--- src/logic/sp_spi_defs.svh ---
// Constants for the SPI serial port: register offsets, bit positions, mode codes, reset values, rates.
// Assumes an APB master with 8-bit byte addresses and a 32-bit data path.
// What this block does
// - Master samples late or mid-bit by sample bit
// - Transmit-edge bit picks which edge changes output
// - Polarity bit sets serial clock idle level
// - MSb-first shift; full byte fills buffer, flags
// - Reading data buffer clears buffer-full bit
// - Stop-seen bit cleared when port disabled
// - Busy data write dropped, sets write collision
// - Slave overrun sets overflow, drops new byte
// - Enable bit hands pins to the port
// - Mode codes for slave and timer master
// - Master rates divide clock by 64/16/4
// - Master data write starts transfer at once
// - Late-edge master presents data before clock
// - Slave shifts on external clock, flags byte
// - Drive on programmed edge, capture on other; late-sample master captures on drive edge
// - Select high releases data-out four clocks later
// - Select high in select mode or disable resets bit counter
// - Data write loads buffer and shift register
// - Standard SPI modes map to polarity, edge
// - Reset disables port and aborts transfer
`ifndef SP_SPI_DEFS_SVH
`define SP_SPI_DEFS_SVH
`define SP_OFF_STATUS      8'h00
`define SP_OFF_CONTROL     8'h04
`define SP_OFF_DATA        8'h08
`define SP_OFF_FLAGS       8'h0C
`define SP_OFF_TIMER       8'h10
`define SP_ST_SAMPLE_LATE  7
`define SP_ST_TX_IDLE_EDGE 6
`define SP_ST_STOP_SEEN    4
`define SP_ST_RX_FULL      0
`define SP_CT_WRITE_COLLISION         7
`define SP_CT_OVERFLOW     6
`define SP_CT_ENABLE       5
`define SP_CT_IDLE_HIGH    4
`define SP_FL_IRQ          0
`define SP_MODE_DIV4       4'h0
`define SP_MODE_DIV16      4'h1
`define SP_MODE_DIV64      4'h2
`define SP_MODE_TIMER      4'h3
`define SP_MODE_SLAVE_SEL  4'h4
`define SP_MODE_SLAVE_FREE 4'h5
`define SP_HALF_DIV4       8'h02
`define SP_HALF_DIV16      8'h08
`define SP_HALF_DIV64      8'h20
`define SP_TIMER_RESET     8'hFF
`define SP_LAST_BIT        3'h7
`define SP_LAST_STEP       5'h10
`endif

--- src/logic/sp_spi_pkg.sv ---
// Types shared by the SPI serial port: pin bundles, engine states and the register state.
// Assumes the constants header is included alongside.
package sp_spi_pkg;
   typedef struct packed {
      logic sck;
      logic ss_n;
      logic sdi;
   } sp_pin_in_s;

   typedef struct packed {
      logic sck_out;
      logic sck_oe;
      logic sdo_out;
      logic sdo_oe;
   } sp_pin_out_s;

   typedef enum logic [1:0] {
      SP_IDLE   = 2'b00,
      SP_MASTER = 2'b01,
      SP_SLAVE  = 2'b10
   } sp_eng_e;

   typedef struct packed {
      logic        sample_late;
      logic        tx_idle_edge;
      logic        stop_seen;
      logic        rx_buffer_full;
      logic        write_collision;
      logic        rx_overflow;
      logic        port_enable;
      logic        clock_idle_high;
      logic [3:0]  port_mode_select;
      logic        port_irq_flag;
      logic [7:0]  data_buffer;
      logic [7:0]  shift_register;
      logic [7:0]  timer_period;
      logic [7:0]  timer_cnt;
      logic [7:0]  div_cnt;
      logic [4:0]  step;
      logic [2:0]  bit_cnt;
      logic        mid_sample;
      sp_eng_e     eng;
      sp_pin_in_s  sync1;
      sp_pin_in_s  sync2;
      sp_pin_in_s  sync3;
      sp_pin_in_s  filt;
      logic        sck_prev;
      sp_pin_out_s pins;
      logic        pins_owned;
      logic        pready;
      logic        pslverr;
      logic [31:0] prdata;
   } sp_state_s;
endpackage : sp_spi_pkg

--- src/logic/sp_spi_port.sv ---
// SPI serial port, master or slave, with APB register access.
// Assumes pins arrive asynchronously and the pad logic resolves each pin from its output enable.
`timescale 1ns/10ps
`include "sp_spi_defs.svh"
module sp_spi_port
   import sp_spi_pkg::*;
(
   input  wire logic        pclk,
   input  wire logic        presetn,
   input  wire logic        psel,
   input  wire logic        penable,
   input  wire logic        pwrite,
   input  wire logic [7:0]  paddr,
   input  wire logic [31:0] pwdata,
   output      logic [31:0] prdata,
   output      logic        pready,
   output      logic        pslverr,
   input  wire sp_pin_in_s  pin_in,
   output      sp_pin_out_s pin_out,
   output      logic        pins_owned,
   output      logic        port_irq_flag
);
   sp_state_s s_ff;
   sp_state_s nxt_s;

   function automatic logic is_master(input logic [3:0] m);
      return m <= `SP_MODE_TIMER;
   endfunction : is_master

   function automatic logic is_slave(input logic [3:0] m);
      return (m == `SP_MODE_SLAVE_SEL) || (m == `SP_MODE_SLAVE_FREE);
   endfunction : is_slave

   always_comb begin
      logic       wr;
      logic       rd;
      logic       hb;
      logic       chg;
      logic       mid;
      logic       done;
      logic       in_bit;
      logic       active;
      logic       sck_lead;
      logic       sck_trail;
      logic       start;
      logic [7:0] half;
      wr = 1'b0;
      rd = 1'b0;
      hb = 1'b0;
      chg = 1'b0;
      mid = 1'b0;
      done = 1'b0;
      in_bit = 1'b0;
      active = 1'b0;
      sck_lead = 1'b0;
      sck_trail = 1'b0;
      start = 1'b0;
      half = `SP_HALF_DIV4;
      nxt_s = s_ff;

      // Three-stage synchronisers; a level counts once the second and third stages agree.
      nxt_s.sync1 = pin_in;
      nxt_s.sync2 = s_ff.sync1;
      nxt_s.sync3 = s_ff.sync2;
      nxt_s.filt  = (s_ff.filt & (s_ff.sync2 ^ s_ff.sync3)) | (s_ff.sync2 & ~(s_ff.sync2 ^ s_ff.sync3));
      nxt_s.sck_prev = s_ff.filt.sck;

      // APB slave with no wait states: the answer is prepared in the setup cycle.
      nxt_s.pready  = psel && !penable;
      nxt_s.pslverr = 1'b0;
      if (psel && !penable) begin
         nxt_s.prdata = 32'h0000_0000;
         unique case (paddr)
            `SP_OFF_STATUS: begin
               nxt_s.prdata[`SP_ST_SAMPLE_LATE]  = s_ff.sample_late;
               nxt_s.prdata[`SP_ST_TX_IDLE_EDGE] = s_ff.tx_idle_edge;
               nxt_s.prdata[`SP_ST_STOP_SEEN]    = s_ff.stop_seen;
               nxt_s.prdata[`SP_ST_RX_FULL]      = s_ff.rx_buffer_full;
            end
            `SP_OFF_CONTROL: nxt_s.prdata[7:0] = {s_ff.write_collision, s_ff.rx_overflow, s_ff.port_enable,
                                                  s_ff.clock_idle_high, s_ff.port_mode_select};
            `SP_OFF_DATA:    nxt_s.prdata[7:0] = s_ff.data_buffer;
            `SP_OFF_FLAGS:   nxt_s.prdata[`SP_FL_IRQ] = s_ff.port_irq_flag;
            `SP_OFF_TIMER:   nxt_s.prdata[7:0] = s_ff.timer_period;
            default:         nxt_s.pslverr = 1'b1;
         endcase
      end
      wr = psel && penable && s_ff.pready && pwrite && !s_ff.pslverr;
      rd = psel && penable && s_ff.pready && !pwrite && !s_ff.pslverr;

      if (rd && paddr == `SP_OFF_DATA) begin
         nxt_s.rx_buffer_full = 1'b0;
      end
      if (wr) begin
         unique case (paddr)
            `SP_OFF_STATUS: begin
               nxt_s.sample_late  = pwdata[`SP_ST_SAMPLE_LATE];
               nxt_s.tx_idle_edge = pwdata[`SP_ST_TX_IDLE_EDGE];
            end
            `SP_OFF_CONTROL: begin
               nxt_s.write_collision  = pwdata[`SP_CT_WRITE_COLLISION];
               nxt_s.rx_overflow      = pwdata[`SP_CT_OVERFLOW];
               nxt_s.port_enable      = pwdata[`SP_CT_ENABLE];
               nxt_s.clock_idle_high  = pwdata[`SP_CT_IDLE_HIGH];
               nxt_s.port_mode_select = pwdata[3:0];
            end
            `SP_OFF_DATA: begin
               if (s_ff.write_collision || s_ff.eng == SP_MASTER || s_ff.bit_cnt != 3'h0) begin
                  nxt_s.write_collision = 1'b1;
               end else begin
                  nxt_s.data_buffer    = pwdata[7:0];
                  nxt_s.shift_register = pwdata[7:0];
                  nxt_s.pins.sdo_out   = pwdata[7];
                  if (s_ff.port_enable && is_master(s_ff.port_mode_select)) begin
                     nxt_s.eng     = SP_MASTER;
                     nxt_s.step    = 5'h00;
                     nxt_s.bit_cnt = 3'h0;
                     start         = 1'b1;
                  end
               end
            end
            `SP_OFF_FLAGS: begin
               if (pwdata[`SP_FL_IRQ]) begin
                  nxt_s.port_irq_flag = 1'b0;
               end
            end
            `SP_OFF_TIMER: nxt_s.timer_period = pwdata[7:0];
            default: ;
         endcase
      end

      // Period timer and half-bit divider for the master clock.
      if (s_ff.timer_cnt >= s_ff.timer_period) begin
         nxt_s.timer_cnt = 8'h00;
      end else begin
         nxt_s.timer_cnt = s_ff.timer_cnt + 8'h01;
      end
      unique case (s_ff.port_mode_select)
         `SP_MODE_DIV16: half = `SP_HALF_DIV16;
         `SP_MODE_DIV64: half = `SP_HALF_DIV64;
         default:        half = `SP_HALF_DIV4;
      endcase
      if (s_ff.port_mode_select == `SP_MODE_TIMER) begin
         hb = s_ff.timer_cnt >= s_ff.timer_period;
      end else begin
         hb = s_ff.div_cnt == half - 8'h01;
         // A new transfer restarts the divider so that every half bit is full length.
         nxt_s.div_cnt = (hb || start) ? 8'h00 : s_ff.div_cnt + 8'h01;
      end

      unique case (s_ff.eng)
         SP_MASTER: begin
            if (hb) begin
               chg = s_ff.tx_idle_edge ? s_ff.step[0] : (!s_ff.step[0] && s_ff.step != 5'h00);
               mid = (s_ff.tx_idle_edge ? !s_ff.step[0] : s_ff.step[0]) && s_ff.step < `SP_LAST_STEP;
               if (s_ff.step < `SP_LAST_STEP) begin
                  nxt_s.pins.sck_out = s_ff.step[0] ? s_ff.clock_idle_high : !s_ff.clock_idle_high;
               end
               if (mid && !s_ff.sample_late) begin
                  nxt_s.mid_sample = s_ff.filt.sdi;
               end
               if (chg) begin
                  in_bit = s_ff.sample_late ? s_ff.filt.sdi : s_ff.mid_sample;
                  nxt_s.shift_register = {s_ff.shift_register[6:0], in_bit};
                  nxt_s.pins.sdo_out = s_ff.shift_register[6];
                  nxt_s.bit_cnt = s_ff.bit_cnt + 3'h1;
                  done = s_ff.bit_cnt == `SP_LAST_BIT;
               end
               nxt_s.step = s_ff.step + 5'h01;
               if (done) begin
                  nxt_s.eng = SP_IDLE;
               end
            end
         end
         SP_SLAVE: begin
            active = s_ff.port_mode_select == `SP_MODE_SLAVE_FREE || !s_ff.filt.ss_n;
            sck_lead  = s_ff.filt.sck != s_ff.sck_prev && s_ff.filt.sck != s_ff.clock_idle_high;
            sck_trail = s_ff.filt.sck != s_ff.sck_prev && s_ff.filt.sck == s_ff.clock_idle_high;
            if (!active) begin
               nxt_s.bit_cnt = 3'h0;
            end else if (s_ff.tx_idle_edge ? sck_lead : sck_trail) begin
               nxt_s.shift_register = {s_ff.shift_register[6:0], s_ff.filt.sdi};
               nxt_s.bit_cnt = s_ff.bit_cnt + 3'h1;
               done = s_ff.bit_cnt == `SP_LAST_BIT;
            end else if (s_ff.tx_idle_edge ? sck_trail : sck_lead) begin
               nxt_s.pins.sdo_out = s_ff.shift_register[7];
            end
         end
         default: ;
      endcase

      if (done) begin
         nxt_s.port_irq_flag = 1'b1;
         if (s_ff.eng == SP_SLAVE && nxt_s.rx_buffer_full) begin
            nxt_s.rx_overflow = 1'b1;
         end else begin
            nxt_s.data_buffer    = nxt_s.shift_register;
            nxt_s.rx_buffer_full = 1'b1;
         end
      end

      if (!nxt_s.port_enable) begin
         nxt_s.eng       = SP_IDLE;
         nxt_s.bit_cnt   = 3'h0;
         nxt_s.stop_seen = 1'b0;
      end else if (is_slave(nxt_s.port_mode_select)) begin
         nxt_s.eng = SP_SLAVE;
      end else if (!is_master(nxt_s.port_mode_select)) begin
         nxt_s.eng = SP_IDLE;
      end else if (nxt_s.eng == SP_SLAVE) begin
         nxt_s.eng = SP_IDLE;
      end
      if (nxt_s.eng != SP_MASTER) begin
         nxt_s.pins.sck_out = nxt_s.clock_idle_high;
      end
      nxt_s.pins_owned  = nxt_s.port_enable;
      nxt_s.pins.sck_oe = nxt_s.port_enable && is_master(nxt_s.port_mode_select);
      nxt_s.pins.sdo_oe = nxt_s.port_enable && (is_master(nxt_s.port_mode_select) ||
                          nxt_s.port_mode_select == `SP_MODE_SLAVE_FREE ||
                          (nxt_s.port_mode_select == `SP_MODE_SLAVE_SEL && !nxt_s.filt.ss_n));
   end

   always_ff @(posedge pclk or negedge presetn) begin
      if (!presetn) begin
         s_ff              <= '0;
         s_ff.eng          <= SP_IDLE;
         s_ff.timer_period <= `SP_TIMER_RESET;
         s_ff.sync1        <= '1;
         s_ff.sync2        <= '1;
         s_ff.sync3        <= '1;
         s_ff.filt         <= '1;
      end else begin
         s_ff <= nxt_s;
      end
   end

   assign prdata        = s_ff.prdata;
   assign pready        = s_ff.pready;
   assign pslverr       = s_ff.pslverr;
   assign pin_out       = s_ff.pins;
   assign pins_owned    = s_ff.pins_owned;
   assign port_irq_flag = s_ff.port_irq_flag;
endmodule : sp_spi_port

--- config.mk ---
export PLATFORM = sky130hd
export DESIGN_NAME = sp_spi_port
export DESIGN_NICKNAME = d
export VERILOG_FILES = /design/src/logic/sp_spi_pkg.sv /design/src/logic/sp_spi_port.sv
export VERILOG_INCLUDE_DIRS = /design/src /design/src/logic
export SDC_FILE = /design/constraint.sdc
export NUM_CORES = 1
export LEC_CHECK = 0
export BUFFER_PORTS_ARGS = -buffer_cell sky130_fd_sc_hd__buf_4
export CELL_PAD_IN_SITES_DETAIL_PLACEMENT = 1
export CELL_PAD_IN_SITES_GLOBAL_PLACEMENT = 2
export CORE_MARGIN = 2
export CORE_UTILIZATION = 35
export CTS_CLUSTER_DIAMETER = 80
export DETAILED_ROUTE_END_ITERATION = 10
export HOLD_SLACK_MARGIN = 0.03
export PLACE_DENSITY = 0.81
export SETUP_SLACK_MARGIN = 0.05
export SLEW_MARGIN = 20
export SYNTH_ARGS = -nofsm -noshare
export SYNTH_HDL_FRONTEND = slang
export SYNTH_SLANG_ARGS = --single-unit
--- constraint.sdc ---
create_clock -name pclk -period 3.9 [get_ports pclk]
set_input_delay 0.39 -clock pclk [delete_from_list [all_inputs] [get_ports pclk]]
set_output_delay 0.39 -clock pclk [all_outputs]
set_load 0.01 [all_outputs]
* Word-level counts from Yosys, hierarchy flattened
Cells that the tools add are included.
** Word-level totals
- Register bits after elaboration :: 90
- Word-level logic and storage cells :: 206
** Cells by class
- Add/subtract/negate cells :: 5
- Magnitude comparators :: 4
- Equal/unequal tests :: 20
- Muxes and demuxes :: 84
- Bitwise logic cells :: 5
- Reductions and logical operators :: 50
** Operators with widths (number)
- 8-bit two-way mux :: 12
- 1-bit two-way mux :: 39
- 33-bit two-way mux :: 1
- 16-bit two-way mux :: 2
- 32-bit two-way mux :: 1
- 2-bit two-way mux :: 10
- 1-bit logical AND :: 18
- 8-bit by 1-bit adder with 8-bit output, second input constant :: 2
- 8-bit by 4-bit equality test with 1-bit output, second input constant :: 2
- 8-bit one-hot mux with 2 select lines :: 1
- 2-bit nonzero test :: 7
- 4-bit by 3-bit equality test with 1-bit output, second input constant :: 3
- 3-bit two-way mux :: 4
- 6-bit one-hot mux with 2 select lines :: 1
- 3-bit AND reduction :: 4
- 11-bit two-way mux :: 1
- 9-bit two-way mux :: 1
- 3-bit one-hot mux with 3 select lines :: 1
- 4-bit by 2-bit equality test with 1-bit output, second input constant :: 2
- 8-bit by 3-bit equality test with 1-bit output, second input constant :: 1
- 8-bit by 5-bit equality test with 1-bit output, second input constant :: 1
- 8-bit equality test :: 1
- 8-bit >= comparator :: 1
- 4-bit by 2-bit <= comparator with 1-bit output, second input constant :: 2
- 29 further kinds :: 50

* Logic depth before layout (Yosys ltp)
- Depth after elaboration :: 18
- Gate-level depth with buffers :: 11
- Gate-level depth less buffers :: 9

* Least setup slack after synthesis
Ideal clock, no wire load.
- Path type :: flip-flop to flip-flop
- Start point :: reg s_ff[79] in the netlist's numbering
- End point :: reg s_ff[101] in the netlist's numbering
- Data arrival time :: 2.639 ns
- Required time :: 3.775 ns
- Path slack :: 1.136 ns
- Stages on the path, launching flop included :: 10
- Period minus slack after synthesis :: 2.764 ns
- Path through :: dfstp_2 ha_1 nand2b_1 a2111oi_0 nor4_1 o31a_4 a21o_4 buf_6 a22o_1 mux2_4
** RTL lines
- start: declaration :: RTL line sp_spi_port.sv:23 : sp_state_s s_ff;
- start signal: assignment :: RTL line sp_spi_port.sv:233 : s_ff <= nxt_s;

==> flow_summary_export.csv <==
group,metric,value,unit
synth,post_synth_instance_area,5000,um2
run,max_cap_violations,0,
power,p_seq_share,46.9,%
outcome,outcome,"completed",
sta,hold_viol,0,
power,ir_worst_vdd,0.210,mV
sta,clock_skew,10.9,ps
placement,port_buffers,39,
sta,post-route-period-util,86.6,%
sta,report.final.slew_viol_count,0,
clocking,cts-buffers-inserted,9,
clocking,ctsRootBufferMaster,"sky130_fd_sc_hd__clkbuf_16",
floorplan,fp.coreArea,13900,um2
floorplan,core.rowCount,43,
global_route,grt_first_pass_wirelength,21400,um
synth,post_synth_inst_count,511,
worst_setup_path,beginning_of_the_worst_register_to_register_path,"s_ff[80]$_DFFE_PN1P_",
power,design_power_total,2.09,mW
clocking,tritoncts_clock_tree,"yes",
synth,synth_top_area_share,35.0,%
floorplan,initial_util,35.9,%
min_path,worst_hold_startpoint,"pin_in[2]",
clocking,cts_sinks,90,
synth,synth-edff-count,0,
finish,final_cell_mix,"76 x sky130_fd_sc_hd__nand2_1, 70 x sky130_fd_sc_hd__dfrtp_1, 47 x sky130_fd_sc_hd__buf_4",
clocking,htree_num_levels,3,
power,static-leakage-power,2.66,nW
placement,dp_hpwl,10000,um
finish,antenna_diode_instance_count,0,
power,clock_share_of_power,47.7,%
finish,fillers,1594,
worst_setup_path,cpMaxStageDelayCell,"sky130_fd_sc_hd__nor4_1",
finish,layout_commonest_cell,"sky130_fd_sc_hd__nand2_1",
worst_setup_path,cp-startpoint,"s_ff[80]$_DFFE_PN1P_",
global_route,globalRouteTotalUtil,18.6,%
power,p_switching,0.466,mW
sta,worstMarginPinSlew,1060,ps
synth,post_synth_main_area_contributors,"sky130_fd_sc_hd__dfrtp_1 35%, sky130_fd_sc_hd__dfstp_2 11%, sky130_fd_sc_hd__nand2_1 5.7%",
global_route,grt-ovfl-total,0,
worst_setup_path,cp-end-kind,"flop",
worst_setup_path,largest_fanout_on_the_critical_path,13,
synth,yosys.area.top_type,"sky130_fd_sc_hd__dfrtp_1",
sta,final_min_period,3380,ps
detailed_routing,drt_iter0_markers,218,
sta,final-setup-viol-count,0,
floorplan,die_area,15300,um2
worst_setup_path,worstSetupPathType,"reg -> reg",
placement,post-place-cells,709,
synth,ys.flop_type,"sky130_fd_sc_hd__dfrtp_1",
detailed_routing,post-route-drc-count,0,
detailed_routing,route.antenna.remaining_nets,0,
clocking,clk_path_buf_depth,2,
synth,number_of_flip_flops_and_latches_in_the_synthesized_netlist,90,
detailed_routing,detailed_routing_iterations_pass_1,6,
sta,tns,0,ps
sta,relSlewSlack,28.5,%
power,swShare,22.3,%
floorplan,floorplan.die.height,124,um
synth,mapped_avg_cell_area,9.79,um2
worst_setup_path,path_cells,"inv_1, ha_1, a2111oi_0, nor4_1, o31a_4, a21o_4, o211a_1, mux2_4",
worst_setup_path,r2r_setup_slack,520,ps
detailed_routing,viasPerCell,5.19,
detailed_routing,vias,3763,
worst_setup_path,start_kind,"flop",
worst_setup_path,worst_path_largest_cell_delay,920,ps
clocking,clk_transition_reported_paths,70,ps
clocking,clk_latency,350,ps
worst_setup_path,rr_worst_depth,8,
finish,final_net_count,605,
finish,area_delta_synth_final,12.9,%
placement,gpl.final_weighted_congestion,0.863,
global_route,largest_net_degree_at_the_start_of_global_routing,70,
power,internal-power,1.62,mW
finish,multi_input_combinational_cell_area,2360,um2
finish,final-instance-count-excl-fill,725,
worst_setup_path,setup.worst_path.end,"s_ff[95]$_DFF_PN0_",
global_route,first_global_vias,3932,
synth,yosysUniqueCellTypes,66,
worst_setup_path,crit_required,4130,ps
min_path,min_path_type,"in -> reg",
sta,fmax,296,MHz
clocking,postCtsSetupRepairBufs,0,
detailed_routing,drt_wl_total,13300,um
synth,yosysSeqAreaShare,45.5,%
floorplan,ios,88,
clocking,post_cts.resized_instances,0,
power,comb_power_share,5.4,%
finish,layout.cell_area.non_filler,5650,um2
global_route,number_of_antenna_violations_at_the_first_check_in_global_routing,0,
finish,area_occupied_by_registers,2280,um2
synth,async_flop_share,100,%
sta,rsz0062_at_grt,"no",
power,power_density,370,nW/um2
detailed_routing,avgRoutedWirePerCell,18.4,um
placement,dpl-instance-area,5310,um2
clocking,postCtsHoldBufs,0,
synth,yosysWarningCount,0,
worst_setup_path,critical_path.reg2reg.endpoint,"s_ff[95]$_DFF_PN0_",
finish,post_route_cells_drive_above_1_share,20.9,%
worst_setup_path,arrival_time_of_data_at_the_critical_path_endpoint,3610,ps
floorplan,floorplan.die.width,124,um
-- flip-flops by register name (all words and copies together) (netlist names), named ones only --
register,flops
s_ff,66
pin_out,4
port_irq_flag,1
pins_owned,1
nxt_s,6
prdata,8
pslverr,1
pready,1
-- through the flow --
stage / worst slack [ps] / utilization [%] / hold slack, ps
CTS: 543 / 40.5 / 129
finish: 523 / 40.5 / 141
detailed placement: 564 / 38.1 / 348
global route: 393 / 40.5 / 137
global placement: 574 / 38.1 / 346
floorplan: 1140 / - / 94.4
-- layer usage --
layer	GRT usage [%]	share of wire, %
met2	29.3	47
met1	25.8	47
met4	6.11	1.5
met5	0	0
met3	3.60	4.6
-- how the worst min path moves through the flow --
stage	endpoint	cells after the start
final	nxt_s[48]$_DFF_PN1_	1
after global routing	nxt_s[48]$_DFF_PN1_	1
after CTS	nxt_s[48]$_DFF_PN1_	1
after detailed placement	nxt_s[43]$_DFF_PN1_	0
after global placement	nxt_s[44]$_DFF_PN1_	0
after floorplan	pin_out[0]$_DFF_PN0_	0
-- synthesized netlist by cell type, types with 3 or more instances --
cell and n:
sky130_fd_sc_hd__mux2_2 8, sky130_fd_sc_hd__and3_1 11, sky130_fd_sc_hd__a21oi_1 20, sky130_fd_sc_hd__o21ai_0 31
sky130_fd_sc_hd__or4_1 3, sky130_fd_sc_hd__xnor2_1 4, sky130_fd_sc_hd__a31oi_1 4, sky130_fd_sc_hd__nand4_1 4
sky130_fd_sc_hd__nand3_1 18, sky130_fd_sc_hd__and2_1 6, sky130_fd_sc_hd__nor2_1 28, sky130_fd_sc_hd__o31ai_1 6
sky130_fd_sc_hd__nor3_1 9, sky130_fd_sc_hd__dfstp_2 20, sky130_fd_sc_hd__a22o_1 16, sky130_fd_sc_hd__o22ai_1 3
sky130_fd_sc_hd__buf_4 37, sky130_fd_sc_hd__clkbuf_1 10, sky130_fd_sc_hd__a22oi_1 3, sky130_fd_sc_hd__mux2_4 8
sky130_fd_sc_hd__inv_1 26, sky130_fd_sc_hd__nand2b_1 7, sky130_fd_sc_hd__nand2_1 76, sky130_fd_sc_hd__dfrtp_1 70
sky130_fd_sc_hd__or2_2 3, sky130_fd_sc_hd__ha_1 17, sky130_fd_sc_hd__mux2i_1 6, sky130_fd_sc_hd__nor4_1 4
sky130_fd_sc_hd__xor2_1 8
-- worst max-delay path: cells and delay by family, from the launching register on --
family	cells	cell delay (ps)
flip-flops	1	540
adder cells (fa/ha/maj)	1	270
AO/OA/AOI/OAI	4	1130
AND/OR/NAND/NOR	1	920
multiplexers	1	350
buffers and inverters	1	50
-- power by group through the flow --
stage	clock network, mW	logic [mW]	registers (mW)
final	0.998	0.112	0.979
after global routing	1.05	0.126	0.982
after CTS	1.02	0.114	0.979
after detailed placement	0	0.113	0.996
after global placement	0	0.110	0.994
after floorplan	0	0.0691	0.990
-- cell type report --
type	instances	share of cell area, %
Clock buffer	10	4.05
Clock inverter	6	1.86
Inverter	26	1.73
Multi-Input combinational cell	366	41.8
Sequential cell	90	40.3
Tap cell	180	3.99
Timing Repair Buffer	47	6.25
-- cell families after synthesis --
logic type / count (synthesis) / share of synthesized area, %
xor+xnor: 12 / 2.10
other cells: 1 / 0.0750
mux: 22 / 5.40
buf+inv: 78 / 9.00
simple gates: 183 / 18.1
flops: 90 / 45.5
fa+ha+maj: 19 / 4.65
compound gates: 106 / 15.1
(Power assumes the default switching activity.)
